==> src/core/level_pkg.sv <==
// constants and types shared by the automatic level control block
package level_pkg;
  // register port
  localparam int ADDR_W = 7;
  localparam int DATA_W = 9;
  localparam logic [6:0] SELECT_TARGET_ADDR = 7'h11;
  localparam logic [6:0] ZC_HOLD_ADDR = 7'h12;
  localparam logic [6:0] RAMP_TIMES_ADDR = 7'h13;
  localparam logic [6:0] GATE_ADDR = 7'h14;
  localparam logic [6:0] STATUS_ADDR = 7'h1c;
  // reset values
  localparam logic [8:0] SELECT_TARGET_RST = 9'h07b;
  localparam logic [8:0] ZC_HOLD_RST = 9'h000;
  localparam logic [8:0] RAMP_TIMES_RST = 9'h032;
  localparam logic [8:0] GATE_RST = 9'h000;
  // writable bits, the rest read as zero
  localparam logic [8:0] SELECT_TARGET_MASK = 9'h1ff;
  localparam logic [8:0] ZC_HOLD_MASK = 9'h08f;
  localparam logic [8:0] RAMP_TIMES_MASK = 9'h0ff;
  localparam logic [8:0] GATE_MASK = 9'h0ff;
  // field positions
  localparam int SEL_LSB = 7;
  localparam int CEIL_LSB = 4;
  localparam int TARGET_LSB = 0;
  localparam int ZC_BIT = 7;
  localparam int HOLD_LSB = 0;
  localparam int RAMPUP_LSB = 4;
  localparam int RAMPDOWN_LSB = 0;
  localparam int GTH_LSB = 3;
  localparam int GTYPE_LSB = 1;
  localparam int GEN_BIT = 0;
  // gain codes, 0.75 dB each, all ones is +30 dB
  localparam logic [5:0] GAIN_MAX = 6'h3f;
  localparam logic [5:0] GAIN_MIN = 6'h00;
  // level scale: step index s is -93.75 dBFS + 0.75 dB * s
  localparam logic [7:0] TARGET_BASE_STEP = 8'h57;
  localparam logic [15:0] LIMIT_LEVEL = 16'h7000;
  // timing
  localparam int CLK_MHZ = 250;
  localparam int ATTACK_MIN_MS = 6;
  localparam int DECAY_MIN_MS = 24;
  localparam int HOLD_MIN_US = 2670;
  localparam int RAMP_STEPS = 57;
  localparam longint STEP_CYCLES_L =
    longint'(ATTACK_MIN_MS) * CLK_MHZ * 1000 / RAMP_STEPS;
  localparam int STEP_CYCLES = int'(STEP_CYCLES_L);
  localparam int HOLD_BASE_TICKS = HOLD_MIN_US * CLK_MHZ / STEP_CYCLES;
  localparam int DECAY_PER_ATTACK = DECAY_MIN_MS / ATTACK_MIN_MS;
  localparam logic [3:0] CODE_SAT = 4'ha;
  localparam int TICK_W = 20;
  typedef enum logic [1:0] {
    ST_IDLE = 2'b00,
    ST_ATTACK = 2'b01,
    ST_HOLD = 2'b11,
    ST_DECAY = 2'b10
  } level_state_t;
endpackage

==> src/core/audio_auto_level_control.sv <==
// automatic level control: peak detector, gain ramp, limiter, noise gate
//
// The plain strobed port was decided locally.
`timescale 1ns/100ps
`default_nettype none
// Behaviour
// - select field: 00 off, 01 right, 10 left, 11 stereo
// - governed channel ignores manual gain, update, zero-cross and mute
// - compare detected peak with target and steer amplifier gain
// - target code 0000 is -28.5 dBFS, 1.5 dB per code, reset 1011
// - gain never raised above ceiling: 111 is +30 dB, 6 dB per code
// - wait hold delay before ramp up; ramp down at once
// - hold code 0000 is zero, 0001 is 2.67 ms, doubling per code
// - ramp-up time 24 ms at 0000, doubling, saturating from 1010
// - ramp-down time 6 ms at 0000, doubling, saturating from 1010
// - stereo uses larger peak, same gain to both amplifiers
// - single channel drives only its own amplifier gain
// - unused or DC-measurement channels excluded from peak detection
// - zero-cross bit 7 defers gain changes to zero crossings
// - above 87.5% full scale ramp down at fastest attack rate
// - limiter active whenever any channel is under level control
// - gate engages below threshold plus amplifier and boost gain
// - gate threshold 1.5 dB steps, 11110 is -48.75 dBFS
// - gate type X0 freezes gain, 01 mutes output, 11 reserved
// - gate enabled by bit 0, only on level-controlled channels
// - gain is six-bit code, 0.75 dB steps, +30 to -17.25 dB
module audio_auto_level_control #(
  parameter int SAMPLE_W = 16,
  parameter int STEP_CYCLES = level_pkg::STEP_CYCLES
) (
  input wire logic clk_in,
  input wire logic rst_n_in,
  input wire logic [level_pkg::ADDR_W-1:0] addr_in,
  input wire logic [level_pkg::DATA_W-1:0] wdata_in,
  input wire logic wr_in,
  input wire logic rd_in,
  output logic [level_pkg::DATA_W-1:0] rdata_out,
  input wire logic sample_valid_in,
  input wire logic [SAMPLE_W-1:0] left_sample_in,
  input wire logic [SAMPLE_W-1:0] right_sample_in,
  input wire logic left_used_in,
  input wire logic right_used_in,
  input wire logic [5:0] boost_steps_in,
  input wire logic [5:0] left_input_gain_in,
  input wire logic [5:0] right_input_gain_in,
  input wire logic left_gain_update_in,
  input wire logic right_gain_update_in,
  input wire logic left_input_silence_in,
  input wire logic right_input_silence_in,
  input wire logic left_zero_cross_in,
  input wire logic right_zero_cross_in,
  output logic [5:0] left_gain_out,
  output logic [5:0] right_gain_out,
  output logic left_gain_update_out,
  output logic right_gain_update_out,
  output logic left_input_silence_out,
  output logic right_input_silence_out,
  output logic left_zero_cross_out,
  output logic right_zero_cross_out,
  output logic left_adc_mute_out,
  output logic right_adc_mute_out
);
  import level_pkg::*;

  function automatic logic [15:0] mag16(input logic [SAMPLE_W-1:0] s);
    logic [SAMPLE_W-1:0] a;
    a = s[SAMPLE_W-1] ? (~s + SAMPLE_W'(1)) : s;
    mag16 = a[SAMPLE_W-1 -: 16];
  endfunction

  // linear magnitude (x64) of level step s
  function automatic logic [31:0] level_lin(input logic [7:0] s);
    logic [6:0] m;
    m = 7'h00;
    case (s[2:0])
      3'h0: m = 7'h2b;
      3'h1: m = 7'h2f;
      3'h2: m = 7'h33;
      3'h3: m = 7'h38;
      3'h4: m = 7'h3d;
      3'h5: m = 7'h42;
      3'h6: m = 7'h48;
      default: m = 7'h4f;
    endcase
    level_lin = 32'(m) << s[7:3];
  endfunction

  function automatic logic [3:0] sat_code(input logic [3:0] c);
    sat_code = (c > CODE_SAT) ? CODE_SAT : c;
  endfunction

  logic [8:0] sel_tgt_reg;
  logic [8:0] zc_hold_reg;
  logic [8:0] ramp_reg;
  logic [8:0] gate_reg;
  logic [8:0] rdata_reg;
  logic [15:0] peak_reg;
  logic [15:0] peak_next;
  logic limit_reg;
  logic limit_next;
  logic gate_on_reg;
  logic [1:0] sign_reg;
  logic [5:0] gain_reg;
  logic [5:0] gain_next;
  logic [TICK_W-1:0] cnt_reg;
  logic [TICK_W-1:0] cnt_next;
  level_state_t state_reg;
  level_state_t state_next;
  logic [5:0] gain_out_reg [2];

  // register fields
  wire [1:0] level_channel_select = sel_tgt_reg[SEL_LSB +: 2];
  wire [2:0] gain_ceiling = sel_tgt_reg[CEIL_LSB +: 3];
  wire [3:0] level_target = sel_tgt_reg[TARGET_LSB +: 4];
  wire level_zero_cross_en = zc_hold_reg[ZC_BIT];
  wire [3:0] hold_delay = zc_hold_reg[HOLD_LSB +: 4];
  wire [3:0] rampup_time = ramp_reg[RAMPUP_LSB +: 4];
  wire [3:0] rampdown_time = ramp_reg[RAMPDOWN_LSB +: 4];
  wire [4:0] gate_threshold = gate_reg[GTH_LSB +: 5];
  wire [1:0] gate_type = gate_reg[GTYPE_LSB +: 2];
  wire gate_enable = gate_reg[GEN_BIT];

  // bit 1 is the left channel, bit 0 the right
  wire [1:0] governed = level_channel_select;
  wire active = |governed;

  // register port decode
  wire hit_sel = (addr_in == SELECT_TARGET_ADDR);
  wire hit_zch = (addr_in == ZC_HOLD_ADDR);
  wire hit_ramp = (addr_in == RAMP_TIMES_ADDR);
  wire hit_gate = (addr_in == GATE_ADDR);
  wire hit_stat = (addr_in == STATUS_ADDR);
  wire [8:0] status_word = {1'b0, limit_reg, gate_on_reg, gain_reg};
  wire [8:0] read_word =
    hit_sel ? sel_tgt_reg :
    hit_zch ? zc_hold_reg :
    hit_ramp ? ramp_reg :
    hit_gate ? gate_reg :
    hit_stat ? status_word : 9'h000;

  always_ff @(posedge clk_in or negedge rst_n_in) begin
    if (!rst_n_in) begin
      sel_tgt_reg <= SELECT_TARGET_RST;
      zc_hold_reg <= ZC_HOLD_RST;
      ramp_reg <= RAMP_TIMES_RST;
      gate_reg <= GATE_RST;
    end else if (wr_in) begin
      if (hit_sel) sel_tgt_reg <= wdata_in & SELECT_TARGET_MASK;
      if (hit_zch) zc_hold_reg <= wdata_in & ZC_HOLD_MASK;
      if (hit_ramp) ramp_reg <= wdata_in & RAMP_TIMES_MASK;
      if (hit_gate) gate_reg <= wdata_in & GATE_MASK;
    end
  end

  always_ff @(posedge clk_in or negedge rst_n_in) begin
    if (!rst_n_in) begin
      rdata_reg <= 9'h000;
    end else begin
      rdata_reg <= rd_in ? read_word : 9'h000;
    end
  end
  assign rdata_out = rdata_reg;

  // step timebase runs only while a channel is governed
  wire tick;
  level_tick_divider #(
    .DIV(STEP_CYCLES)
  ) u_tick (
    .clk_in(clk_in),
    .rst_n_in(rst_n_in),
    .run_in(active),
    .tick_out(tick)
  );

  // peak detection on governed, in-use channels only
  wire [15:0] left_mag = mag16(left_sample_in);
  wire [15:0] right_mag = mag16(right_sample_in);
  wire [1:0] det_use = governed & {left_used_in, right_used_in};
  wire [15:0] left_det = det_use[1] ? left_mag : 16'h0000;
  wire [15:0] right_det = det_use[0] ? right_mag : 16'h0000;
  wire [15:0] cur_mag = (left_det > right_det) ? left_det : right_det;
  wire new_peak = sample_valid_in && (cur_mag > peak_reg);
  wire over_limit = sample_valid_in && (cur_mag > LIMIT_LEVEL);

  // a tick starts a new window; a sample in that cycle seeds it
  always_comb begin
    peak_next = peak_reg;
    limit_next = limit_reg;
    if (tick) begin
      peak_next = sample_valid_in ? cur_mag : 16'h0000;
      limit_next = over_limit;
    end else begin
      if (new_peak) peak_next = cur_mag;
      if (over_limit) limit_next = 1'b1;
    end
    if (!active) begin
      peak_next = 16'h0000;
      limit_next = 1'b0;
    end
  end

  // level comparisons in the x64 linear domain
  wire [31:0] peak_x64 = {10'h000, peak_reg, 6'h00};
  wire [7:0] target_step = TARGET_BASE_STEP + {3'h0, level_target, 1'b0};
  wire above_target = peak_x64 > level_lin(target_step);
  wire [7:0] gate_step = {2'h0, gate_threshold, 1'b0}
    + {2'h0, gain_reg} + {2'h0, boost_steps_in};
  wire gate_hit = active && gate_enable
    && (peak_x64 < level_lin(gate_step));
  wire gate_freeze = gate_on_reg && !gate_type[0];
  wire gate_mute = gate_on_reg && (gate_type == 2'b01);

  // step intervals in ticks
  wire [TICK_W-1:0] down_int = limit_reg ? TICK_W'(1)
    : (TICK_W'(1) << sat_code(rampdown_time));
  wire [TICK_W-1:0] up_int =
    TICK_W'(DECAY_PER_ATTACK) << sat_code(rampup_time);
  wire [3:0] hold_sh = hold_delay - 4'h1;
  wire [TICK_W-1:0] hold_int = (hold_delay == 4'h0) ? '0
    : (TICK_W'(HOLD_BASE_TICKS) << hold_sh);
  wire [5:0] ceil_code = {gain_ceiling, 3'b111};
  wire [TICK_W-1:0] cnt_inc = cnt_reg + TICK_W'(1);
  wire go_down = limit_reg || above_target;
  wire [5:0] manual_sel = governed[1] ? left_input_gain_in
    : right_input_gain_in;

  always_comb begin
    state_next = state_reg;
    gain_next = gain_reg;
    cnt_next = cnt_reg;
    if (!active) begin
      state_next = ST_IDLE;
      cnt_next = '0;
    end else if (state_reg == ST_IDLE) begin
      state_next = ST_HOLD;
      gain_next = manual_sel;
      cnt_next = '0;
    end else if (tick) begin
      if (go_down) begin
        cnt_next = '0;
        if (state_reg != ST_ATTACK || cnt_inc >= down_int) begin
          if (gain_reg != GAIN_MIN) gain_next = gain_reg - 6'h01;
        end else begin
          cnt_next = cnt_inc;
        end
        state_next = ST_ATTACK;
      end else if (gate_freeze) begin
        state_next = state_reg;
      end else begin
        case (state_reg)
          ST_ATTACK: begin
            cnt_next = '0;
            state_next = (hold_int == '0) ? ST_DECAY : ST_HOLD;
          end
          ST_HOLD: begin
            if (cnt_inc >= hold_int) begin
              cnt_next = '0;
              state_next = ST_DECAY;
            end else begin
              cnt_next = cnt_inc;
            end
          end
          ST_DECAY: begin
            if (cnt_inc >= up_int) begin
              cnt_next = '0;
              if (gain_reg < ceil_code && gain_reg != GAIN_MAX) begin
                gain_next = gain_reg + 6'h01;
              end
            end else begin
              cnt_next = cnt_inc;
            end
          end
          default: begin
            state_next = ST_HOLD;
            cnt_next = '0;
          end
        endcase
      end
    end
  end

  always_ff @(posedge clk_in or negedge rst_n_in) begin
    if (!rst_n_in) begin
      state_reg <= ST_IDLE;
      gain_reg <= GAIN_MIN;
      cnt_reg <= '0;
      peak_reg <= 16'h0000;
      limit_reg <= 1'b0;
    end else begin
      state_reg <= state_next;
      gain_reg <= gain_next;
      cnt_reg <= cnt_next;
      peak_reg <= peak_next;
      limit_reg <= limit_next;
    end
  end

  // gate decision follows each window
  always_ff @(posedge clk_in or negedge rst_n_in) begin
    if (!rst_n_in) begin
      gate_on_reg <= 1'b0;
    end else if (!active || !gate_enable) begin
      gate_on_reg <= 1'b0;
    end else if (tick) begin
      gate_on_reg <= gate_hit;
    end
  end

  // zero crossing on any governed channel releases a pending gain
  wire [1:0] sign_now = {left_sample_in[SAMPLE_W-1],
    right_sample_in[SAMPLE_W-1]};
  wire crossed = sample_valid_in
    && |((sign_now ^ sign_reg) & governed);
  wire apply = !level_zero_cross_en || crossed;
  wire [5:0] manual_gain [2];
  assign manual_gain[1] = left_input_gain_in;
  assign manual_gain[0] = right_input_gain_in;

  always_ff @(posedge clk_in or negedge rst_n_in) begin
    if (!rst_n_in) begin
      sign_reg <= 2'b00;
    end else if (sample_valid_in) begin
      sign_reg <= sign_now;
    end
  end

  always_ff @(posedge clk_in or negedge rst_n_in) begin
    if (!rst_n_in) begin
      gain_out_reg[0] <= GAIN_MIN;
      gain_out_reg[1] <= GAIN_MIN;
    end else begin
      for (int ch = 0; ch < 2; ch++) begin
        if (!governed[ch]) begin
          gain_out_reg[ch] <= manual_gain[ch];
        end else if (apply && state_reg != ST_IDLE) begin
          gain_out_reg[ch] <= gain_reg;
        end
      end
    end
  end

  assign left_gain_out = gain_out_reg[1];
  assign right_gain_out = gain_out_reg[0];
  // manual controls pass only on channels left to software
  assign left_gain_update_out = !governed[1] && left_gain_update_in;
  assign right_gain_update_out = !governed[0] && right_gain_update_in;
  assign left_input_silence_out = !governed[1] && left_input_silence_in;
  assign right_input_silence_out = !governed[0] && right_input_silence_in;
  assign left_zero_cross_out = governed[1] ? level_zero_cross_en
    : left_zero_cross_in;
  assign right_zero_cross_out = governed[0] ? level_zero_cross_en
    : right_zero_cross_in;
  assign left_adc_mute_out = governed[1] && gate_mute;
  assign right_adc_mute_out = governed[0] && gate_mute;
endmodule
`default_nettype wire

==> src/core/level_tick_divider.sv <==
// one-cycle step tick divided down from the core clock
`timescale 1ns/100ps
`default_nettype none
module level_tick_divider #(
  parameter int DIV = 26315
) (
  input wire logic clk_in,
  input wire logic rst_n_in,
  input wire logic run_in,
  output logic tick_out
);
  localparam int CW = $clog2(DIV);
  localparam logic [CW-1:0] LAST = CW'(DIV - 1);
  logic [CW-1:0] count_reg;
  wire wrap = (count_reg == LAST);
  always_ff @(posedge clk_in or negedge rst_n_in) begin
    if (!rst_n_in) begin
      count_reg <= '0;
    end else if (!run_in || wrap) begin
      count_reg <= '0;
    end else begin
      count_reg <= count_reg + CW'(1);
    end
  end
  assign tick_out = run_in && wrap;
endmodule
`default_nettype wire

==> config.mk <==
export PLATFORM = sky130hd
export DESIGN_NAME = audio_auto_level_control
export DESIGN_NICKNAME = d
export VERILOG_FILES = /design/src/core/level_pkg.sv /design/src/core/audio_auto_level_control.sv /design/src/core/level_tick_divider.sv
export SDC_FILE = /design/constraint.sdc
export NUM_CORES = 1
export LEC_CHECK = 0
export BUFFER_PORTS_ARGS = -buffer_cell sky130_fd_sc_hd__buf_2
export CORE_ASPECT_RATIO = 0.6
export CORE_MARGIN = 3
export CORE_UTILIZATION = 60
export CTS_BUF_LIST = sky130_fd_sc_hd__clkbuf_8
export CTS_CLUSTER_SIZE = 8
export DETAILED_ROUTE_END_ITERATION = 6
export GPL_TIMING_DRIVEN = 0
export PLACE_DENSITY = 0.77
export SKIP_CTS_REPAIR_TIMING = 1
export SLEW_MARGIN = 20
export SYNTH_ARGS = -nofsm -noshare
export SYNTH_HDL_FRONTEND = slang
export SYNTH_HIERARCHICAL = 1
export SYNTH_SLANG_ARGS = --single-unit
==> constraint.sdc <==
create_clock -name clk_in -period 7.9 [get_ports clk_in]
set_clock_uncertainty 0.2 [all_clocks]
set_input_delay 1.185 -clock clk_in [delete_from_list [all_inputs] [get_ports clk_in]]
set_output_delay 1.185 -clock clk_in [all_outputs]
set_load 0.03 [all_outputs]
==> impl_results.md <==
* Outcome: finished, final reports clean
* Most used standard cells in the synthesized netlist: 141 x ha_1, 130 x nor2_1, 105 x dfrtp_1, 91 x nand2_1, 90 x a21oi_1
* Part of the Yosys area used for sequential elements at 0.2338
* Most frequently used cell type in the post-synthesis netlist: ha_1
* Placement-stage cell area at 0.01318 mm^2
* DIE WIDTH at 190.5 um
* Final core utilization at 0.6944
* Multiplexer area fraction after synthesis at 0.09223
* Unrepaired setup endpoints after global routing: no
* Worst Hold Path EP: u_tick/count_reg[0]$_DFF_PN0_
* CTS Root Cell: clkbuf_8
* Initial antenna violation count at 1
* Gate count after technology mapping at about 1.4k
* Number of buffer cells added on primary ports at 105
* Yosys reg bits at 114
* Synthesized area at ~0.012 mm^2
* Total global routing track utilization at 0.3458
* Synthesis-to-finish area growth at 10.63%
* Aggregate global routing overflow at 0
* Placed Cells at 1830
* Share of layout cells above drive strength 1 at 0.1562
* Post-synthesis xor/xnor area fraction at 0.06149
* FF-to-FF End: gate_on_reg$_DFFE_PN0P_
* Worst-margin pin slew at 0.9237 ns
* Placed wire-length estimate at 30770 um
* Diode count at 0
* Distinct cell type count after synthesis at just over 80
* Worst endpoint data arrival time at 7.63 ns
* Combinational family with the most area after synthesis: compound AO/OA/AOI/OAI gates
* Leakage power of the design at 6.195 nW
* Final total power at between 4 and 5 mW
* H-Tree Depth at 4
* Starting Density at 0.6276
* Clock sink count at around 110
* Startpoint types: primary input
* Worst reg2reg setup slack at between 0.6 and 0.7 ns
* Number of flip-flops under the largest register name at 20
* Yosys top cell by area: dfrtp_1
* Reg-to-Reg Start: gain_reg[1]$_DFFE_PN0P_
* Relative slew slack at 0.3798
* Post-synthesis share of cell area spent on full adders, half adders and majority gates at 0.1554
* Start point of the worst hold path: u_tick/count_reg[0]$_DFF_PN0_
* Number of cells on the worst reg-to-reg path at 20
* Post-synthesis simple-gate area fraction at 0.2053
* Global-route wire length before repair at 60190 um
* Worst Hold Path Cells at 1
* Layout filler cell count at around 1.7k
* Final setup slack of the worst path at 0.4373 ns
* Post-Place Worst Slack at -0.6036 ns
* Top cells by area, synth: dfrtp_1 21%, ha_1 14%, mux2_2 5.1%
* Detail Route Antenna Nets at 0
* Share of async-settable or async-resettable flops after synthesis at 1.000
* Vertical extent of the die at 116.7 um
* Final hold slack at between 0.3 and 0.4 ns
* Final setup TNS at 0 ns
* Die Area at 0.02222 mm^2
* Max Freq at 134.0 MHz
* Via count at around 12k
* Core region area at just under 0.02 mm^2
* Fraction of the mapped netlist area in compound gates at 0.2082
* Number of buffers added by the clock tree synthesis step at 17
* Power per Cell Area at 306.4 mW/mm^2
* Clk Latency, worst-skew pair at between 0.4 and 0.5 ns
* Total Wirelength at 38390 um
* CTS tree: yes
* DRC at 0
* Hold WC Path Type: reg2reg
* Number of flops mapped to enable cells by yosys at 0
* Synthesized area per cell at around 8.5 um^2
* Cell Rows at 39
* Final Wtd Congestion at 0.9998
* Routed len/inst at 20.64 um
* Finished Layout Cells at 1860
* Flip-flop cell with the highest count after synthesis: dfrtp_1
* Post-route clock period utilization at 0.9446
* Max-cap violations at 0
* Worst voltage drop across the vdd grid at 0.0002787 V
* Final Net Count at about 1.8k
* CTS clock-pin slew for the worst setup and hold paths at 0.07 ns
* Maximum fanout count along the critical path at 10
* Data required time at the worst endpoint at 8.07 ns
* Shortest period the worst path allows at 7.463 ns
* Number of buffers between clock root and the deepest sink at 2
* Final Slew Violations at 0
* Fraction of synthesized cell area taken by the top area cell type at 0.2145
* Maximum number of pins on one net before global-route repair at 79
* Fin area at 0.01355 mm^2
* Number of synthesis warnings at 6
* Number of I/O pins at 108
* Vias per cell at 6.518
* Endpoints failing hold at 0
* Vias in the first global route at approximately 11k
* Finish-stage setup viols at 0
* Kind of end point of the critical path: flip-flop
* Initial DRC count at 1371
* Classification of the worst setup path: in2reg
* Drt pass-1 iters at 6
power by group:
group | internal (mW) | total (mW) | switching, mW
sequential | 0.624 | 0.719 | 0.0953
clock | 0.250 | 0.520 | 0.270
combinational | 1.00 | 2.91 | 1.91
total | 1.88 | 4.15 | 2.27
how the worst max path moves through the flow:
stage,from,end,slack (ns),cells past startpoint
floorplan,right_sample_in[0],peak_reg[10]$_DFFE_PN0P_,0.68,27
global placement,right_sample_in[0],peak_reg[13]$_DFFE_PN0P_,-0.31,28
detailed placement,right_sample_in[0],peak_reg[15]$_DFFE_PN0P_,-0.60,28
CTS,right_sample_in[0],peak_reg[13]$_DFFE_PN0P_,-0.16,28
global route,boost_steps_in[1],gate_on_reg$_DFFE_PN0P_,0.03,21
finish,right_sample_in[0],peak_reg[13]$_DFFE_PN0P_,0.44,28
final cells by class:
class                      instances  area [um^2]  share of cell area
buffer                            67        276.5             0.02040
multi-input combinational       1208         8900              0.6567
timing repair buffer             106        559.3             0.04127
clock inverter                    14        131.4            0.009693
clock buffer                      17        234.0             0.01726
sequential                       114         2864              0.2113
inverter                          68        255.2             0.01883
tap                              266        332.8             0.02456
layout by cell type, fill, tap and decap left out, types with 10 or more instances in the layout:
| cell | n |
|---|---|
| a2111oi_0 | 15 |
| a211oi_1 | 29 |
| a21o_1 | 36 |
| a21oi_1 | 89 |
| a22o_1 | 10 |
| and2_1 | 11 |
| and3_1 | 18 |
| buf_2 | 108 |
| clkbuf_1 | 57 |
| clkbuf_8 | 17 |
| conb_1 | 11 |
| dfrtp_1 | 105 |
| ha_1 | 141 |
| inv_1 | 67 |
| mux2_2 | 55 |
| mux2i_1 | 51 |
| nand2_1 | 91 |
| nand2b_1 | 35 |
| nand3_1 | 39 |
| nand4_1 | 26 |
| nor2_1 | 130 |
| nor2b_1 | 24 |
| nor3_1 | 31 |
| nor4_1 | 10 |
| o211ai_1 | 13 |
| o21ai_0 | 59 |
| o31ai_1 | 13 |
| or2_2 | 14 |
| xnor2_1 | 38 |
| xor2_1 | 48 |
critical path, cell delays in order:
cell      delay [ns]
buf_2           0.12
inv_1           0.09
ha_1            0.18
or3b_2          0.46
clkbuf_1        0.17
or3_1           0.41
o41ai_1         0.36
xor2_1          0.11
nor2_1          0.13
inv_1           0.06
ha_1            0.30
nand4_1         0.16
nor3_1          0.37
o211ai_1        0.22
o211ai_1        0.27
nand2_1         0.28
clkbuf_2        0.28
mux2_2          0.34
ha_1            0.29
nor2b_1         0.13
o21a_1          0.16
o21a_1          0.17
o211ai_1        0.17
a21oi_1         0.10
o21ai_0         0.18
and4_2          0.38
clkbuf_4        0.30
mux2i_1         0.22
cells by family after synthesis:
family / count (synthesis)
muxes: 106
buffers and inverters: 136
AOI/OAI and AO/OA: 371
and+or+nand+nor: 486
other: 1
DFF: 114
xor gates and xnor gates: 86
adders and majority gates: 148
metal layers:
metal | wire length [um] | track usage | vias to the layer above
li1 | - | - | 5625
met1 | 18500 | 0.5548 | 5703
met2 | 14050 | 0.4401 | 754
met3 | 5502 | 0.1248 | 40
met4 | 323 | 0.04592 | 2
met5 | 13 | 0 | -
Note: power is estimated with default switching activity, not from simulation.
